**src/dpcpwm_pkg.sv**
```systemverilog
// Constants, register map and carrier types for the dual peak-current PWM block.
package dpcpwm_pkg;

   // ---------------------------------------------------------------
   // Clocking and timing
   // ---------------------------------------------------------------
   localparam int unsigned CLK_HZ   = 40_000_000;
   localparam int unsigned OSC_HZ   = 8_000_000;
   localparam int unsigned CLK_MHZ  = CLK_HZ / 1_000_000;
   localparam int unsigned TICK_DIV = CLK_HZ / OSC_HZ;
   localparam logic [2:0]  TICK_LAST = 3'(TICK_DIV - 1);

   // Blanking times in ns, rounded up to whole system clock cycles.
   localparam int unsigned LEB_NS_1 = 50;
   localparam int unsigned LEB_NS_2 = 100;
   localparam int unsigned LEB_NS_3 = 200;
   localparam logic [3:0]  LEB_CYC_0 = 4'h0;
   localparam logic [3:0]  LEB_CYC_1 = 4'((LEB_NS_1 * CLK_MHZ + 999) / 1000);
   localparam logic [3:0]  LEB_CYC_2 = 4'((LEB_NS_2 * CLK_MHZ + 999) / 1000);
   localparam logic [3:0]  LEB_CYC_3 = 4'((LEB_NS_3 * CLK_MHZ + 999) / 1000);

   // Period divider range; the register holds N minus one.
   localparam int unsigned N_MIN   = 4;
   localparam int unsigned N_MAX   = 256;
   localparam logic [7:0]  PER_MIN = 8'(N_MIN - 1);

   // Reference DAC steps in microvolts per code.
   localparam int unsigned VREF_STEP_UV = 8000;
   localparam int unsigned CREF_STEP_UV = 4000;

   // ---------------------------------------------------------------
   // Register map (byte addresses) and reset values
   // ---------------------------------------------------------------
   localparam logic [7:0] ADDR_PERIOD = 8'h00;
   localparam logic [7:0] ADDR_DUTY   = 8'h04;
   localparam logic [7:0] ADDR_BLANK  = 8'h08;
   localparam logic [7:0] ADDR_OFFS   = 8'h0C;
   localparam logic [7:0] ADDR_SLOPE  = 8'h10;
   localparam logic [7:0] ADDR_PHASE  = 8'h14;
   localparam logic [7:0] ADDR_VREF_A = 8'h18;
   localparam logic [7:0] ADDR_VREF_B = 8'h1C;
   localparam logic [7:0] ADDR_CREF_A = 8'h20;
   localparam logic [7:0] ADDR_CREF_B = 8'h24;
   localparam logic [7:0] ADDR_LOOP_A = 8'h28;
   localparam logic [7:0] ADDR_LOOP_B = 8'h2C;
   localparam logic [7:0] ADDR_IRQ_ST = 8'h30;
   localparam logic [7:0] ADDR_IRQ_MK = 8'h34;

   localparam logic [7:0] RST_PERIOD = 8'hFF;
   localparam logic [7:0] RST_DUTY   = 8'h80;
   localparam logic [7:0] RST_CODE   = 8'h00;
   localparam logic [5:0] RST_SLOPE  = 6'h00;
   localparam logic [2:0] RST_LOOP   = 3'h3;

   // Field positions.
   localparam int unsigned LC_VRST  = 0;
   localparam int unsigned LC_CRST  = 1;
   localparam int unsigned LC_DRVEN = 2;
   localparam int unsigned LC_ACT   = 4;
   localparam int unsigned LC_DOM   = 5;
   localparam int unsigned SLOPE_B  = 8;
   localparam int unsigned IRQ_OT   = 0;
   localparam int unsigned IRQ_LOOP = 1;

   // Analog-side settings of one channel.
   typedef struct packed {
      logic [7:0] volt_ref;
      logic [7:0] curr_ref;
      logic [5:0] slope;
      logic       volt_comp_reset;
      logic       curr_comp_reset;
   } dpcpwm_ana_type;

endpackage : dpcpwm_pkg

```
**src/dpcpwm_top.sv**
```systemverilog
// Dual peak-current PWM control with APB registers and interrupt.
//
// The APB register port and the register addresses were decided locally.
`timescale 1ns/1ps

// Overview of operation
// - Selectable 0/50/100/200 ns trip blanking
// - Current trip latches driver off until next cycle
// - Frequency is 8 MHz over N, 4..256
// - Shared frequency, slave has phase offset
// - On-time limited by duty-limit register
// - Four 8-bit reference codes from firmware
// - Voltage code step is 8 mV
// - Current code step is 4 mV
// - Software compensation reset bits per channel
// - Loop-active status, interrupt, dominant loop bit
// - Overtemperature disables drivers, sets flag
// - Switching resumes when overtemperature clears
// - Programmable sense offset code, current limit
// - 6-bit slope compensation code
module dpcpwm_top (
   // Clock, reset and enable
   input  wire logic                             sys_clk_i,
   input  wire logic                             sys_rst_i,
   input  wire logic                             ce_i,
   // APB slave
   input  wire logic                             psel_i,
   input  wire logic                             penable_i,
   input  wire logic                             pwrite_i,
   input  wire logic [7:0]                       paddr_i,
   input  wire logic [31:0]                      pwdata_i,
   output logic      [31:0]                      prdata_o,
   output logic                                  pready_o,
   output logic                                  pslverr_o,
   // Analog status pins, asynchronous
   input  wire logic [1:0]                       current_trip_input_i,
   input  wire logic [1:0]                       loop_active_status_i,
   input  wire logic [1:0]                       dominant_loop_select_i,
   input  wire logic                             overtemp_i,
   // Gate drives, analog settings and interrupt
   output logic                                  gate_drive_a_o,
   output logic                                  gate_drive_b_o,
   output dpcpwm_pkg::dpcpwm_ana_type [1:0]      ana_o,
   output logic      [7:0]                       sense_offset_o,
   output logic                                  irq_o
);

   // ---------------------------------------------------------------
   // Registers and internal signals
   // ---------------------------------------------------------------
   logic [7:0]  period_ff;
   logic [7:0]  duty_ff;
   logic [3:0]  blank_sel_ff;
   logic [7:0]  offset_ff;
   logic [5:0]  slope_ff [1:0];
   logic [7:0]  phase_ff;
   logic [7:0]  vref_ff [1:0];
   logic [7:0]  cref_ff [1:0];
   logic [2:0]  loop_ff [1:0];
   logic [2:0]  irq_st_ff;
   logic [2:0]  irq_mk_ff;
   logic [31:0] prdata_ff;

   logic [6:0]  raw;
   logic [6:0]  s1_ff;
   logic [6:0]  s2_ff;
   logic [6:0]  s3_ff;
   logic [6:0]  flt_ff;
   logic [6:0]  agree;
   logic [1:0]  trip_f;
   logic [1:0]  act_f;
   logic [1:0]  dom_f;
   logic        ot_f;
   logic [1:0]  act_d_ff;

   logic [2:0]  tick_cnt_ff;
   logic        tick;
   logic [7:0]  cnt_ff;
   logic [7:0]  per_eff;
   logic [7:0]  ph_eff;
   logic [7:0]  lcnt [1:0];
   logic [1:0]  on_ff;

   logic        wr_en;
   logic        rd_setup;
   logic        hit;
   logic [31:0] nxt_prdata;
   logic [2:0]  nxt_irq_st;

   // ---------------------------------------------------------------
   // Input synchronisers
   // ---------------------------------------------------------------
   assign raw = {overtemp_i, dominant_loop_select_i, loop_active_status_i,
                 current_trip_input_i};

   // Three stages; the filtered copy follows only when stages two and three agree.
   assign agree = ~(s2_ff ^ s3_ff);

   always_ff @(posedge sys_clk_i or posedge sys_rst_i) begin
      if (sys_rst_i) begin
         s1_ff  <= 7'h00;
         s2_ff  <= 7'h00;
         s3_ff  <= 7'h00;
         flt_ff <= 7'h00;
      end else if (ce_i) begin
         s1_ff  <= raw;
         s2_ff  <= s1_ff;
         s3_ff  <= s2_ff;
         flt_ff <= (agree & s3_ff) | (~agree & flt_ff);
      end
   end

   assign trip_f = flt_ff[1:0];
   assign act_f  = flt_ff[3:2];
   assign dom_f  = flt_ff[5:4];
   assign ot_f   = flt_ff[6];

   // ---------------------------------------------------------------
   // Switching time base
   // ---------------------------------------------------------------
   // Divide the system clock down to the 8 MHz oscillator rate.
   always_ff @(posedge sys_clk_i or posedge sys_rst_i) begin
      if (sys_rst_i) begin
         tick_cnt_ff <= 3'h0;
      end else if (ce_i) begin
         tick_cnt_ff <= (tick_cnt_ff == dpcpwm_pkg::TICK_LAST) ? 3'h0 : tick_cnt_ff + 3'h1;
      end
   end

   assign tick = ce_i && (tick_cnt_ff == dpcpwm_pkg::TICK_LAST);

   // Values below the minimum divider are raised to it, so N never drops under 4.
   // period divider clamp
   assign per_eff = (period_ff < dpcpwm_pkg::PER_MIN) ? dpcpwm_pkg::PER_MIN : period_ff;

   // Master period counter, shared by both channels.
   // common frequency
   always_ff @(posedge sys_clk_i or posedge sys_rst_i) begin
      if (sys_rst_i) begin
         cnt_ff <= 8'h00;
      end else if (tick) begin
         cnt_ff <= (cnt_ff >= per_eff) ? 8'h00 : cnt_ff + 8'h01;
      end
   end

   // A phase beyond the period reads as no shift, so the slave never loses its start.
   // wrapped slave phase
   assign ph_eff  = (phase_ff > per_eff) ? 8'h00 : phase_ff;
   assign lcnt[0] = cnt_ff;
   assign lcnt[1] = (cnt_ff >= ph_eff) ? cnt_ff - ph_eff
                  : 8'(9'(cnt_ff) + 9'(per_eff) + 9'h001 - 9'(ph_eff));

   // ---------------------------------------------------------------
   // Per-channel PWM
   // ---------------------------------------------------------------
   for (genvar i = 0; i < 2; i++) begin : g_ch
      logic [7:0] on_cnt_ff;
      logic [3:0] blank_ff;
      logic [3:0] leb_cyc;
      logic       start;
      logic       run_ok;

      // A cycle starts at the tick that wraps the channel's own count to zero.
      assign start  = tick && (lcnt[i] >= per_eff);
      assign run_ok = loop_ff[i][dpcpwm_pkg::LC_DRVEN] && !ot_f;

      always_comb begin
         unique case (blank_sel_ff[2*i +: 2])
            2'h0: leb_cyc = dpcpwm_pkg::LEB_CYC_0;
            2'h1: leb_cyc = dpcpwm_pkg::LEB_CYC_1;
            2'h2: leb_cyc = dpcpwm_pkg::LEB_CYC_2;
            2'h3: leb_cyc = dpcpwm_pkg::LEB_CYC_3;
         endcase
      end

      // Blanking counter runs on the system clock for finer steps than the tick.
      // blanking window
      always_ff @(posedge sys_clk_i or posedge sys_rst_i) begin
         if (sys_rst_i) begin
            blank_ff <= 4'h0;
         end else if (ce_i) begin
            if (start) begin
               blank_ff <= leb_cyc;
            end else if (blank_ff != 4'h0) begin
               blank_ff <= blank_ff - 4'h1;
            end
         end
      end

      // Set-reset latch: set at cycle start, cleared by trip, duty limit or shutdown.
      always_ff @(posedge sys_clk_i or posedge sys_rst_i) begin
         if (sys_rst_i) begin
            on_ff[i]  <= 1'b0;
            on_cnt_ff <= 8'h00;
         end else if (ce_i) begin
            if (!run_ok) begin
               on_ff[i] <= 1'b0;
            end else if (start) begin
               on_ff[i]  <= (duty_ff != 8'h00);
               on_cnt_ff <= 8'h00;
            end else if (on_ff[i] && trip_f[i] && (blank_ff == 4'h0)) begin
               on_ff[i] <= 1'b0;
            end else if (tick && on_ff[i]) begin
               on_cnt_ff <= on_cnt_ff + 8'h01;
               if (9'(on_cnt_ff) + 9'h001 >= 9'(duty_ff)) begin
                  on_ff[i] <= 1'b0;
               end
            end
         end
      end

      // Analog settings straight from the register file.
      // reference codes out
      assign ana_o[i].volt_ref        = vref_ff[i];
      assign ana_o[i].curr_ref        = cref_ff[i];
      assign ana_o[i].slope           = slope_ff[i];
      assign ana_o[i].volt_comp_reset = loop_ff[i][dpcpwm_pkg::LC_VRST];
      assign ana_o[i].curr_comp_reset = loop_ff[i][dpcpwm_pkg::LC_CRST];
   end

   assign gate_drive_a_o = on_ff[0];
   assign gate_drive_b_o = on_ff[1];

   assign sense_offset_o = offset_ff;

   // ---------------------------------------------------------------
   // APB slave
   // ---------------------------------------------------------------
   // Zero-wait slave; read data is captured in the setup cycle.
   assign wr_en    = psel_i && penable_i && pwrite_i;
   assign rd_setup = psel_i && !penable_i && !pwrite_i;
   assign pready_o = 1'b1;

   // Read mux and address decode.
   always_comb begin
      nxt_prdata = 32'h0000_0000;
      hit        = 1'b1;
      unique case (paddr_i)
         dpcpwm_pkg::ADDR_PERIOD: nxt_prdata[7:0] = period_ff;
         dpcpwm_pkg::ADDR_DUTY:   nxt_prdata[7:0] = duty_ff;
         dpcpwm_pkg::ADDR_BLANK:  nxt_prdata[3:0] = blank_sel_ff;
         dpcpwm_pkg::ADDR_OFFS:   nxt_prdata[7:0] = offset_ff;
         dpcpwm_pkg::ADDR_SLOPE:  nxt_prdata[13:0] = {slope_ff[1], 2'h0, slope_ff[0]};
         dpcpwm_pkg::ADDR_PHASE:  nxt_prdata[7:0] = phase_ff;
         dpcpwm_pkg::ADDR_VREF_A: nxt_prdata[7:0] = vref_ff[0];
         dpcpwm_pkg::ADDR_VREF_B: nxt_prdata[7:0] = vref_ff[1];
         dpcpwm_pkg::ADDR_CREF_A: nxt_prdata[7:0] = cref_ff[0];
         dpcpwm_pkg::ADDR_CREF_B: nxt_prdata[7:0] = cref_ff[1];
         dpcpwm_pkg::ADDR_LOOP_A: nxt_prdata[5:0] = {dom_f[0], act_f[0], 1'b0, loop_ff[0]};
         dpcpwm_pkg::ADDR_LOOP_B: nxt_prdata[5:0] = {dom_f[1], act_f[1], 1'b0, loop_ff[1]};
         dpcpwm_pkg::ADDR_IRQ_ST: nxt_prdata[2:0] = irq_st_ff;
         dpcpwm_pkg::ADDR_IRQ_MK: nxt_prdata[2:0] = irq_mk_ff;
         default:                 hit = 1'b0;
      endcase
   end

   assign pslverr_o = psel_i && penable_i && !hit;

   // Read data register.
   always_ff @(posedge sys_clk_i or posedge sys_rst_i) begin
      if (sys_rst_i) begin
         prdata_ff <= 32'h0000_0000;
      end else if (ce_i && rd_setup) begin
         prdata_ff <= nxt_prdata;
      end
   end

   assign prdata_o = prdata_ff;

   // Timing configuration registers.
   always_ff @(posedge sys_clk_i or posedge sys_rst_i) begin
      if (sys_rst_i) begin
         period_ff    <= dpcpwm_pkg::RST_PERIOD;
         duty_ff      <= dpcpwm_pkg::RST_DUTY;
         blank_sel_ff <= 4'h0;
         phase_ff     <= 8'h00;
      end else if (ce_i && wr_en) begin
         if (paddr_i == dpcpwm_pkg::ADDR_PERIOD) period_ff    <= pwdata_i[7:0];
         if (paddr_i == dpcpwm_pkg::ADDR_DUTY)   duty_ff      <= pwdata_i[7:0];
         if (paddr_i == dpcpwm_pkg::ADDR_BLANK)  blank_sel_ff <= pwdata_i[3:0];
         if (paddr_i == dpcpwm_pkg::ADDR_PHASE)  phase_ff     <= pwdata_i[7:0];
      end
   end

   // Analog code registers; firmware ramps the references for soft start.
   // firmware ramped references
   always_ff @(posedge sys_clk_i or posedge sys_rst_i) begin
      if (sys_rst_i) begin
         offset_ff   <= dpcpwm_pkg::RST_CODE;
         slope_ff[0] <= dpcpwm_pkg::RST_SLOPE;
         slope_ff[1] <= dpcpwm_pkg::RST_SLOPE;
         vref_ff[0]  <= dpcpwm_pkg::RST_CODE;
         vref_ff[1]  <= dpcpwm_pkg::RST_CODE;
         cref_ff[0]  <= dpcpwm_pkg::RST_CODE;
         cref_ff[1]  <= dpcpwm_pkg::RST_CODE;
      end else if (ce_i && wr_en) begin
         if (paddr_i == dpcpwm_pkg::ADDR_OFFS) offset_ff <= pwdata_i[7:0];
         if (paddr_i == dpcpwm_pkg::ADDR_SLOPE) begin
            slope_ff[0] <= pwdata_i[5:0];
            slope_ff[1] <= pwdata_i[dpcpwm_pkg::SLOPE_B +: 6];
         end
         if (paddr_i == dpcpwm_pkg::ADDR_VREF_A) vref_ff[0] <= pwdata_i[7:0];
         if (paddr_i == dpcpwm_pkg::ADDR_VREF_B) vref_ff[1] <= pwdata_i[7:0];
         if (paddr_i == dpcpwm_pkg::ADDR_CREF_A) cref_ff[0] <= pwdata_i[7:0];
         if (paddr_i == dpcpwm_pkg::ADDR_CREF_B) cref_ff[1] <= pwdata_i[7:0];
      end
   end

   // Loop control; resets start asserted so the networks are discharged until released.
   // reset bit storage
   always_ff @(posedge sys_clk_i or posedge sys_rst_i) begin
      if (sys_rst_i) begin
         loop_ff[0] <= dpcpwm_pkg::RST_LOOP;
         loop_ff[1] <= dpcpwm_pkg::RST_LOOP;
      end else if (ce_i && wr_en) begin
         if (paddr_i == dpcpwm_pkg::ADDR_LOOP_A) loop_ff[0] <= pwdata_i[2:0];
         if (paddr_i == dpcpwm_pkg::ADDR_LOOP_B) loop_ff[1] <= pwdata_i[2:0];
      end
   end

   // ---------------------------------------------------------------
   // Interrupts
   // ---------------------------------------------------------------
   // Write-one-to-clear; a set in the same cycle wins over the clear.
   always_comb begin
      nxt_irq_st = irq_st_ff;
      if (wr_en && (paddr_i == dpcpwm_pkg::ADDR_IRQ_ST)) begin
         nxt_irq_st = irq_st_ff & ~pwdata_i[2:0];
      end
      if (ot_f) begin
         nxt_irq_st[dpcpwm_pkg::IRQ_OT] = 1'b1;
      end
      if (act_f[0] && !act_d_ff[0]) begin
         nxt_irq_st[dpcpwm_pkg::IRQ_LOOP] = 1'b1;
      end
      if (act_f[1] && !act_d_ff[1]) begin
         nxt_irq_st[dpcpwm_pkg::IRQ_LOOP + 1] = 1'b1;
      end
   end

   // Status flags and loop-active edge history.
   always_ff @(posedge sys_clk_i or posedge sys_rst_i) begin
      if (sys_rst_i) begin
         irq_st_ff <= 3'h0;
         act_d_ff  <= 2'h0;
      end else if (ce_i) begin
         irq_st_ff <= nxt_irq_st;
         act_d_ff  <= act_f;
      end
   end

   // Mask register.
   always_ff @(posedge sys_clk_i or posedge sys_rst_i) begin
      if (sys_rst_i) begin
         irq_mk_ff <= 3'h0;
      end else if (ce_i && wr_en && (paddr_i == dpcpwm_pkg::ADDR_IRQ_MK)) begin
         irq_mk_ff <= pwdata_i[2:0];
      end
   end

   assign irq_o = |(irq_st_ff & irq_mk_ff);

endmodule : dpcpwm_top
```
**config.mk**
```make
export PLATFORM = sky130hd
export DESIGN_NAME = dpcpwm_top
export DESIGN_NICKNAME = d
export VERILOG_FILES = /design/src/dpcpwm_pkg.sv /design/src/dpcpwm_top.sv
export SDC_FILE = /design/constraint.sdc
export NUM_CORES = 1
export LEC_CHECK = 0
export BUFFER_PORTS_ARGS = -buffer_cell sky130_fd_sc_hd__buf_4
export CORE_MARGIN = 2
export CORE_UTILIZATION = 60
export DETAILED_ROUTE_END_ITERATION = 16
export HOLD_SLACK_MARGIN = 0.08
export PLACE_DENSITY = 0.83
export SLEW_MARGIN = 20
export SYNTH_ARGS = -nofsm -noshare
export SYNTH_HDL_FRONTEND = slang
export SYNTH_SLANG_ARGS = --single-unit
```
**constraint.sdc**
```tcl
create_clock -name sys_clk_i -period 9.1 [get_ports sys_clk_i]
set_clock_uncertainty 0.2 [all_clocks]
set_input_delay 0.91 -clock sys_clk_i [delete_from_list [all_inputs] [get_ports sys_clk_i]]
set_output_delay 0.91 -clock sys_clk_i [all_outputs]
set_load 0.1 [all_outputs]
```
# [After elaboration in Yosys (flattened, before gate mapping)]
# Index checks and enable logic that the tools add are counted.
[op_classes] n_addsub=12 n_shift=0 mul=0 muxes=37 n_div=0 n_reduce_logical=66 n_eq_ne=26 magnitude_cmp=7 n_bitwise=9
[ops] cell="8-bit 2-to-1 mux" count=10
[ops] cell="8-bit by 6-bit equality test with 1-bit output, second input constant" count=6
[ops] cell="3-bit one-hot mux with 14 select lines" count=1
[ops] cell="2-bit AND reduction" count=17
[ops] cell="8-bit by 1-bit adder with 8-bit output, second input constant" count=4
[ops] cell="8-bit by 5-bit equality test with 1-bit output, second input constant" count=4
[ops] cell="4-bit one-hot mux with 4 select lines" count=2
[ops] cell="8-bit greater-or-equal comparator" count=3
[ops] cell="1-bit logical AND" count=22
[ops] cell="2-bit one-hot mux with 11 select lines" count=1
[ops] cell="8-bit by 1-bit adder with 9-bit output, second input constant" count=2
[ops] cell="9-bit by 8-bit greater-or-equal comparator with 1-bit output" count=2
[ops] cell="8-bit by 4-bit equality test with 1-bit output, second input constant" count=2
[ops] cell="4-bit 2-to-1 mux" count=4
[ops] cell="4-bit by 2-bit != test with 1-bit output, second input constant" count=4
[ops] cell="2-bit one-hot mux with 8 select lines" count=1
[ops] cell="8-bit subtractor" count=2
[ops] cell="7-bit bitwise AND" count=2
[ops] cell="1-bit 2-to-1 mux" count=14
[ops] cell="7-bit inverter" count=2
[ops] cell="2-bit nonzero test" count=7
[ops] cell="14-bit OR reduction" count=1
[ops] cell="1-bit one-hot mux with 10 select lines" count=1
[ops] cell="8-bit adder" count=1
[ops] cell="24 further kinds" count=42
[totals] out_inout_bits=93 latch_bits=0 wordCells=188 n_memories=0 ramBits=0 regBits=173 mem_bits_ro=0

# [Logic depth before layout (Yosys ltp)]
[depth] ltp_word=10 mapped_depth=28 depth_no_buf=27

# [Least setup slack after synthesis]
# Ideal clock, no wire load.
[synth_path] path_kind="register to register" start="register period_ff[7]" end="register g_ch[1].on_cnt_ff[5]" setup_time_ns=0.128 setup_slack_ns=3.583 path_stages_with_launch=26 t_required_ns=8.772 synth_period_minus_slack_ns=5.517 t_arrival_ns=5.189 cell_sequence="dfstp_2 nor4_4 a21o_1 ha_1 nor2_1 maj3_1 a22oi_2 nand2_1 inv_1 fa_1 inv_1 ha_1 and3_1 a2111oi_2 a21oi_1 a31oi_1 xnor2_1 o21ai_0 xor2_1 ha_1 nor2_1 o211a_1 nor3_1 clkbuf_1 a2bb2oi_1 o31ai_1"
[synth_via] elab_chain_len=10
[synth_lines] element="start: declaration" line_no="dpcpwm_top.sv:51" source="logic [7:0] period_ff;"
[synth_lines] element="start signal: assignment" line_no="dpcpwm_top.sv:273" source="period_ff <= dpcpwm_pkg::RST_PERIOD;"
[synth_lines] element="start signal: assignment" line_no="dpcpwm_top.sv:278" source="if (paddr_i == dpcpwm_pkg::ADDR_PERIOD) period_ff <= pwdata_i[7:0];"
[synth_lines] element="8-bit by 2-bit less-than comparator with 1-bit output" line_no="dpcpwm_top.sv:134" source="assign per_eff = (period_ff < dpcpwm_pkg::PER_MIN) ? dpcpwm_pkg::PER_MIN : period_ff;"
[synth_lines] element="8-bit 2-to-1 mux *" line_no="dpcpwm_top.sv:134"
[synth_lines] element="8-bit adder or 8-bit greater-than comparator (tied branches)" line_no="dpcpwm_top.sv:151, dpcpwm_top.sv:148"
[synth_lines] element="8-bit by 1-bit adder with 8-bit output or 8-bit 2-to-1 mux (tied branches)" line_no="dpcpwm_top.sv:151, dpcpwm_top.sv:148"
[synth_lines] element="8-bit subtractor, or another cell as far along" line_no="dpcpwm_top.sv:151" source=": 8'(9'(cnt_ff) + 9'(per_eff) + 9'h001 - 9'(ph_eff));"
[synth_lines] element="8-bit 2-to-1 mux" line_no="dpcpwm_top.sv:150" source="assign lcnt[1] = (cnt_ff >= ph_eff) ? cnt_ff - ph_eff"
[synth_lines] element="8-bit greater-or-equal comparator *" line_no="dpcpwm_top.sv:164" source="assign start = tick && (lcnt[i] >= per_eff);"
[synth_lines] element="1-bit logical AND *" line_no="dpcpwm_top.sv:164"
[synth_lines] element="2-bit != test (no source line) or 2-bit nonzero test (tied branches)"
[synth_lines] element="4-bit AND reduction (no source line)"
[synth_lines] element="end signal: assignment" line_no="dpcpwm_top.sv:204" source="on_cnt_ff <= on_cnt_ff + 8'h01;"
[synth_lines] element="end: declaration" line_no="dpcpwm_top.sv:157" source="logic [7:0] on_cnt_ff;"
# Mark *: on every way between the ends. The rest lies on a longest branch, timed or not.
# A chain may end at the register's enable or synchronous reset.

# [Worst setup path after layout]
[layout_path] start="register period_ff[3]" end="register g_ch[1].on_cnt_ff[5]"
# The elaborated chain is that of the path after synthesis.

==> results.md <==
| Group | Result | This run |
| --- | --- | --- |
| die | Initial Utilization | 61.5% |
| sta | Min Tclk post-route | 6280 ps |
| die | Top-level port count | 146 |
| die | # rows | 47 |
| finish | Final antenna diode count | 0 |
| yosys | Share of the synthesized area in compound gates (AO/OA/AOI/OAI) | 14.3% |
| sta | Worst hold margin | 277 ps |
| critical path | Cell with the largest stage delay on the worst path | sky130_fd_sc_hd__dfstp_2 |
| clock network | Clock-pin slew on the worst setup and hold paths | 80 ps |
| sta | Relative slew slack | 33.7% |
| job | Maximum capacitance violations | 0 |
| sta | Hold Vio Cnt, Final | 0 |
| die | Floorplan die height | 135 µm |
| drt | Antenna viol nets, final | 0 |
| yosys | Number of cells produced by synthesis | 1016 |
| die | Core Area | 0.0166 mm² |
| critical path | Crit-path max FO | 16 |
| pwr | Switching power as a share of total power | 32.9% |
| yosys | XOR/XNOR Fraction of Synth Area | 2.48% |
| yosys | Unique cell type count in the Yosys netlist | 69 |
| grt | First-pass GRT wire length | 42500 µm |
| drt | Remaining DRCs | 0 |
| sta | Final-report max-slew violation count | 0 |
| clock network | Setup Fix Bufs, Post-CTS | 0 |
| clock network | Hold buffer count at CTS | 0 |
| sta | Final cycle utilization of the critical path | 69.0% |
| sta | Total of endpoints with negative setup slack in the final report | 0 |
| pwr | Max IR drop VDD | 0.000150 V |
| critical path | Data arrival time of the worst path | 6420 ps |
| finish | Count of placed standard cells in the final layout, fillers left out | 1335 |
| sta | Measured slew at the worst slew-check pin | 988 ps |
| clock network | Number of H-tree levels | 4 |
| grt | Grt total ovfl | 0 |
| drt | Average routed wire per standard cell | 19.7 µm |
| yosys | Multiplexer share of the synthesized area | 12.8% |
| clock network | Clk sinks | 173 |
| critical path | Worst EP required | 9230 ps |
| clock network | Clock tree from TritonCTS | done |
| grt | Global routing's busiest layer | met2 |
| pwr | Leakage Power | 0.00571 µW |
| clock network | Clock latency on the worst-skew pair | 440 ps |
| grt | Routing usage on met2 | 47.7% |
| pwr | Share of total power in combinational logic | 20.5% |
| drt | Wire length after detailed routing | 26300 µm |
| worst hold path | Path type of the worst min-delay path | flop to flop |
| grt | Via count of the first global-routing pass | 7860 |
| clock network | CTS root buffer | sky130_fd_sc_hd__clkbuf_16 |
| place | HPWL after DPL | 18800 µm |
| yosys | Area share of the leading cell type in the synthesized netlist | 39.1% |
| place | Placer's final routability congestion estimate | 0.963 |
| yosys | Top post-synthesis cells by area | sky130_fd_sc_hd__dfrtp_1, sky130_fd_sc_hd__mux2_2, sky130_fd_sc_hd__ha_1 |
| clock network | Number of clock buffers inserted by TritonCTS | 17 |
| yosys | Total of warnings raised by yosys | 0 |
| drt | Pre-antenna DRT Iters | 6 |
| yosys | Post-synth design cell area | 0.0102 mm² |
| yosys | Largest family of logic cells by synthesized area | compound AO/OA/AOI/OAI gates |
| sta | RSZ-0062 raised after global routing | no |
| sta | Minimum setup slack in the final design | 2820 ps |
| finish | Layout cells sized above 1 | 25.7% |
| pwr | Net switching power figure | 683 µW |
| pwr | Cell Pwr Density | 177 mW/mm² |
| clock network | Number of gates resized after cts | 0 |
| finish | Filler instances | 1244 |
| grt | Met1 routing resource usage after global routing | 42.0% |
| finish | Post-synthesis to final-layout area growth | 14.5% |
| sta | Post-route setup TNS | 0 ps |
| grt | Aggregate global-route resource usage | 30.1% |
| yosys | Post-synthesis sequential area ratio | 42.5% |
| yosys | Synth Area in Simple Gates | 13.0% |
| grt | GRT met3 Usage | 5.37% |
| yosys | Mean area per synthesized cell | 10.1 µm² |
| yosys | Area share of fa/ha/maj cells after synthesis | 9.34% |
| critical path | Classification of the worst setup path | flop to flop |
| yosys | #FFs+latches synth | 173 |
| drt | Via-to-Cell Ratio | 6.21 |
| place | Worst-case setup slack after placement | 2980 ps |
| die | DIE WIDTH | 135 µm |
| outcome | Result of the run | finished clean |
| yosys | Cell type contributing the most total cell area after synthesis | sky130_fd_sc_hd__dfrtp_1 |
| critical path | Setup crit end kind | flop |
| clock network | CTS Buffer Depth | 2 |
| die | Die area | 0.0181 mm² |
| pwr | Clock share of power | 36.3% |
| critical path | Type of origin of the critical path | flop |
| yosys | Async set or reset register ratio after synthesis | 100% |
| pwr | Power share of the sequential group | 43.1% |
| critical path | Longest individual stage delay on the worst path | 570 ps |
| place | Number of instances in the placed design | 1303 |
| drt | Detailed router's first-iteration violation count | 851 |
| place | Port Buffers | 108 |
| grt | Largest net degree at the start of global routing | 93 |
| pwr | Pint | 1390 µW |
| yosys | Number of flops mapped to enable cells by yosys | 0 |
| drt | Count of vias placed by the detailed router | 8287 |
| yosys | Most used flip-flop cell after synthesis | sky130_fd_sc_hd__dfrtp_1 |
| grt | Antenna violations before repair | 0 |
| finish | Post-layout net count | 1225 |
| sta | Max frequency | 159 MHz |
-- power by group through the flow --
stage	Clock, µW	Combinational (µW)	Sequential, µW
after floorplan	0	324	904
after global placement	0	402	904
after detailed placement	0	418	908
after CTS	757	424	894
after global routing	792	479	904
final	753	426	895
-- cell families (layout without fill, tap and decap cells) --
kind of cell,Yosys count,count (layout)
buffers and inverters,125,207
other,2,19
XOR/XNOR,29,29
AND/OR/NAND/NOR,278,278
multiplexers,115,115
AO/OA/AOI/OAI,222,222
flip-flops,173,173
adder cells (fa/ha/maj),72,72
-- area by class of cell --
type                    count  area, µm²  share of cell area (%)
clock buffers              17        425                    3.63
clock inverters            15        198                    1.69
inverters                  63        241                    2.06
multi-input cells         735       5380                    46.0
flip-flops and latches    173       4350                    37.1
well taps                 220        275                    2.35
repair buffers            112        845                    7.21
-- metrics by stage --
step | cell area [µm²] | power, µW | utilization (%)
6_report | 11700 | 2070 | 70.4
5_1_grt | 11700 | 2180 | 70.4
4_1_cts | 11700 | 2080 | 70.3
3_5_place_dp | 11100 | 1330 | 66.6
3_3_place_gp | 11100 | 1310 | 66.6
2_1_floorplan | 10300 | 1230 | -
-- per-layer routing --
layer	share of wire, %	routed length (µm)
met4	3.0	787
met3	8.7	2310
met2	47	12500
met1	41	10800
met5	0	0
-- Yosys cell counts, types with 6 or more instances --
library cell,instances
sky130_fd_sc_hd__o211ai_1,6
sky130_fd_sc_hd__xor2_1,13
sky130_fd_sc_hd__buf_4,24
sky130_fd_sc_hd__a22o_1,18
sky130_fd_sc_hd__dfstp_2,13
sky130_fd_sc_hd__nor2_1,54
sky130_fd_sc_hd__nand2_1,102
sky130_fd_sc_hd__nor2b_1,17
sky130_fd_sc_hd__fa_1,8
sky130_fd_sc_hd__nor2_2,6
sky130_fd_sc_hd__nor4_1,7
sky130_fd_sc_hd__and3_1,6
sky130_fd_sc_hd__a22oi_1,17
sky130_fd_sc_hd__clkbuf_1,19
sky130_fd_sc_hd__mux2i_1,7
sky130_fd_sc_hd__a21o_1,11
sky130_fd_sc_hd__buf_1,6
sky130_fd_sc_hd__dfrtp_1,160
sky130_fd_sc_hd__mux2_2,106
sky130_fd_sc_hd__nand2b_1,14
sky130_fd_sc_hd__o22ai_1,6
sky130_fd_sc_hd__xnor2_1,16
sky130_fd_sc_hd__a21oi_1,42
sky130_fd_sc_hd__ha_1,62
sky130_fd_sc_hd__buf_2,13
sky130_fd_sc_hd__inv_1,63
sky130_fd_sc_hd__o21ai_0,72
sky130_fd_sc_hd__and2_1,6
sky130_fd_sc_hd__o31ai_1,8
sky130_fd_sc_hd__nand3_1,34
sky130_fd_sc_hd__nor3_1,9
-- worst paths after layout --
path,from,endpoint,slack [ps],cells after the start
worst max-delay path,period_ff[3],g_ch[1].on_cnt_ff[5],2820,26
worst min-delay path,act_d_ff[1],irq_st_ff[2],280,1
worst max register to register,period_ff[3],g_ch[1].on_cnt_ff[5],2820,26
worst min register to register,act_d_ff[1],irq_st_ff[2],280,1
max in group asynchronous,sys_rst_i,irq_mk_ff[2],7010,3
min in group asynchronous,sys_rst_i,s2_ff[6],420,2
-- placed cells by master, fill, tap and decap left out, types with 7 or more instances in the layout --
cell type | synthesis | layout
sky130_fd_sc_hd__dfrtp_1 | 160 | 160
sky130_fd_sc_hd__buf_4 | 24 | 111
sky130_fd_sc_hd__mux2_2 | 106 | 106
sky130_fd_sc_hd__nand2_1 | 102 | 102
sky130_fd_sc_hd__o21ai_0 | 72 | 72
sky130_fd_sc_hd__inv_1 | 63 | 62
sky130_fd_sc_hd__ha_1 | 62 | 62
sky130_fd_sc_hd__nor2_1 | 54 | 54
sky130_fd_sc_hd__a21oi_1 | 42 | 42
sky130_fd_sc_hd__nand3_1 | 34 | 34
sky130_fd_sc_hd__conb_1 | 2 | 19
sky130_fd_sc_hd__a22o_1 | 18 | 18
sky130_fd_sc_hd__nor2b_1 | 17 | 17
sky130_fd_sc_hd__a22oi_1 | 17 | 17
sky130_fd_sc_hd__clkbuf_16 | 0 | 17
sky130_fd_sc_hd__xnor2_1 | 16 | 16
sky130_fd_sc_hd__nand2b_1 | 14 | 14
sky130_fd_sc_hd__xor2_1 | 13 | 13
sky130_fd_sc_hd__dfstp_2 | 13 | 13
sky130_fd_sc_hd__a21o_1 | 11 | 11
sky130_fd_sc_hd__nor3_1 | 9 | 9
sky130_fd_sc_hd__o31ai_1 | 8 | 8
sky130_fd_sc_hd__fa_1 | 8 | 8
sky130_fd_sc_hd__mux2i_1 | 7 | 7
-- sequential cells by signal, indices dropped and copies added (netlist names), 2 cells and up, named ones only --
register,count
act_d_ff,2
ana_o,48
blank_sel_ff,4
cnt_ff,8
duty_ff,8
g_ch.blank_ff,8
g_ch.on_cnt_ff,16
irq_mk_ff,3
irq_st_ff,3
loop_ff,2
period_ff,8
phase_ff,8
prdata_o,14
s1_ff,7
s2_ff,7
s3_ff,7
sense_offset_o,8
tick_cnt_ff,3
-- worst max-delay path, delay by kind of cell, from the launching register on --
kind            cells  cell delay, ps
simple gates        5             930
flops               1             570
compound gates     13            2860
buf+inv             4             470
fa+ha+maj           4            1170
(Power assumes the default switching activity.)
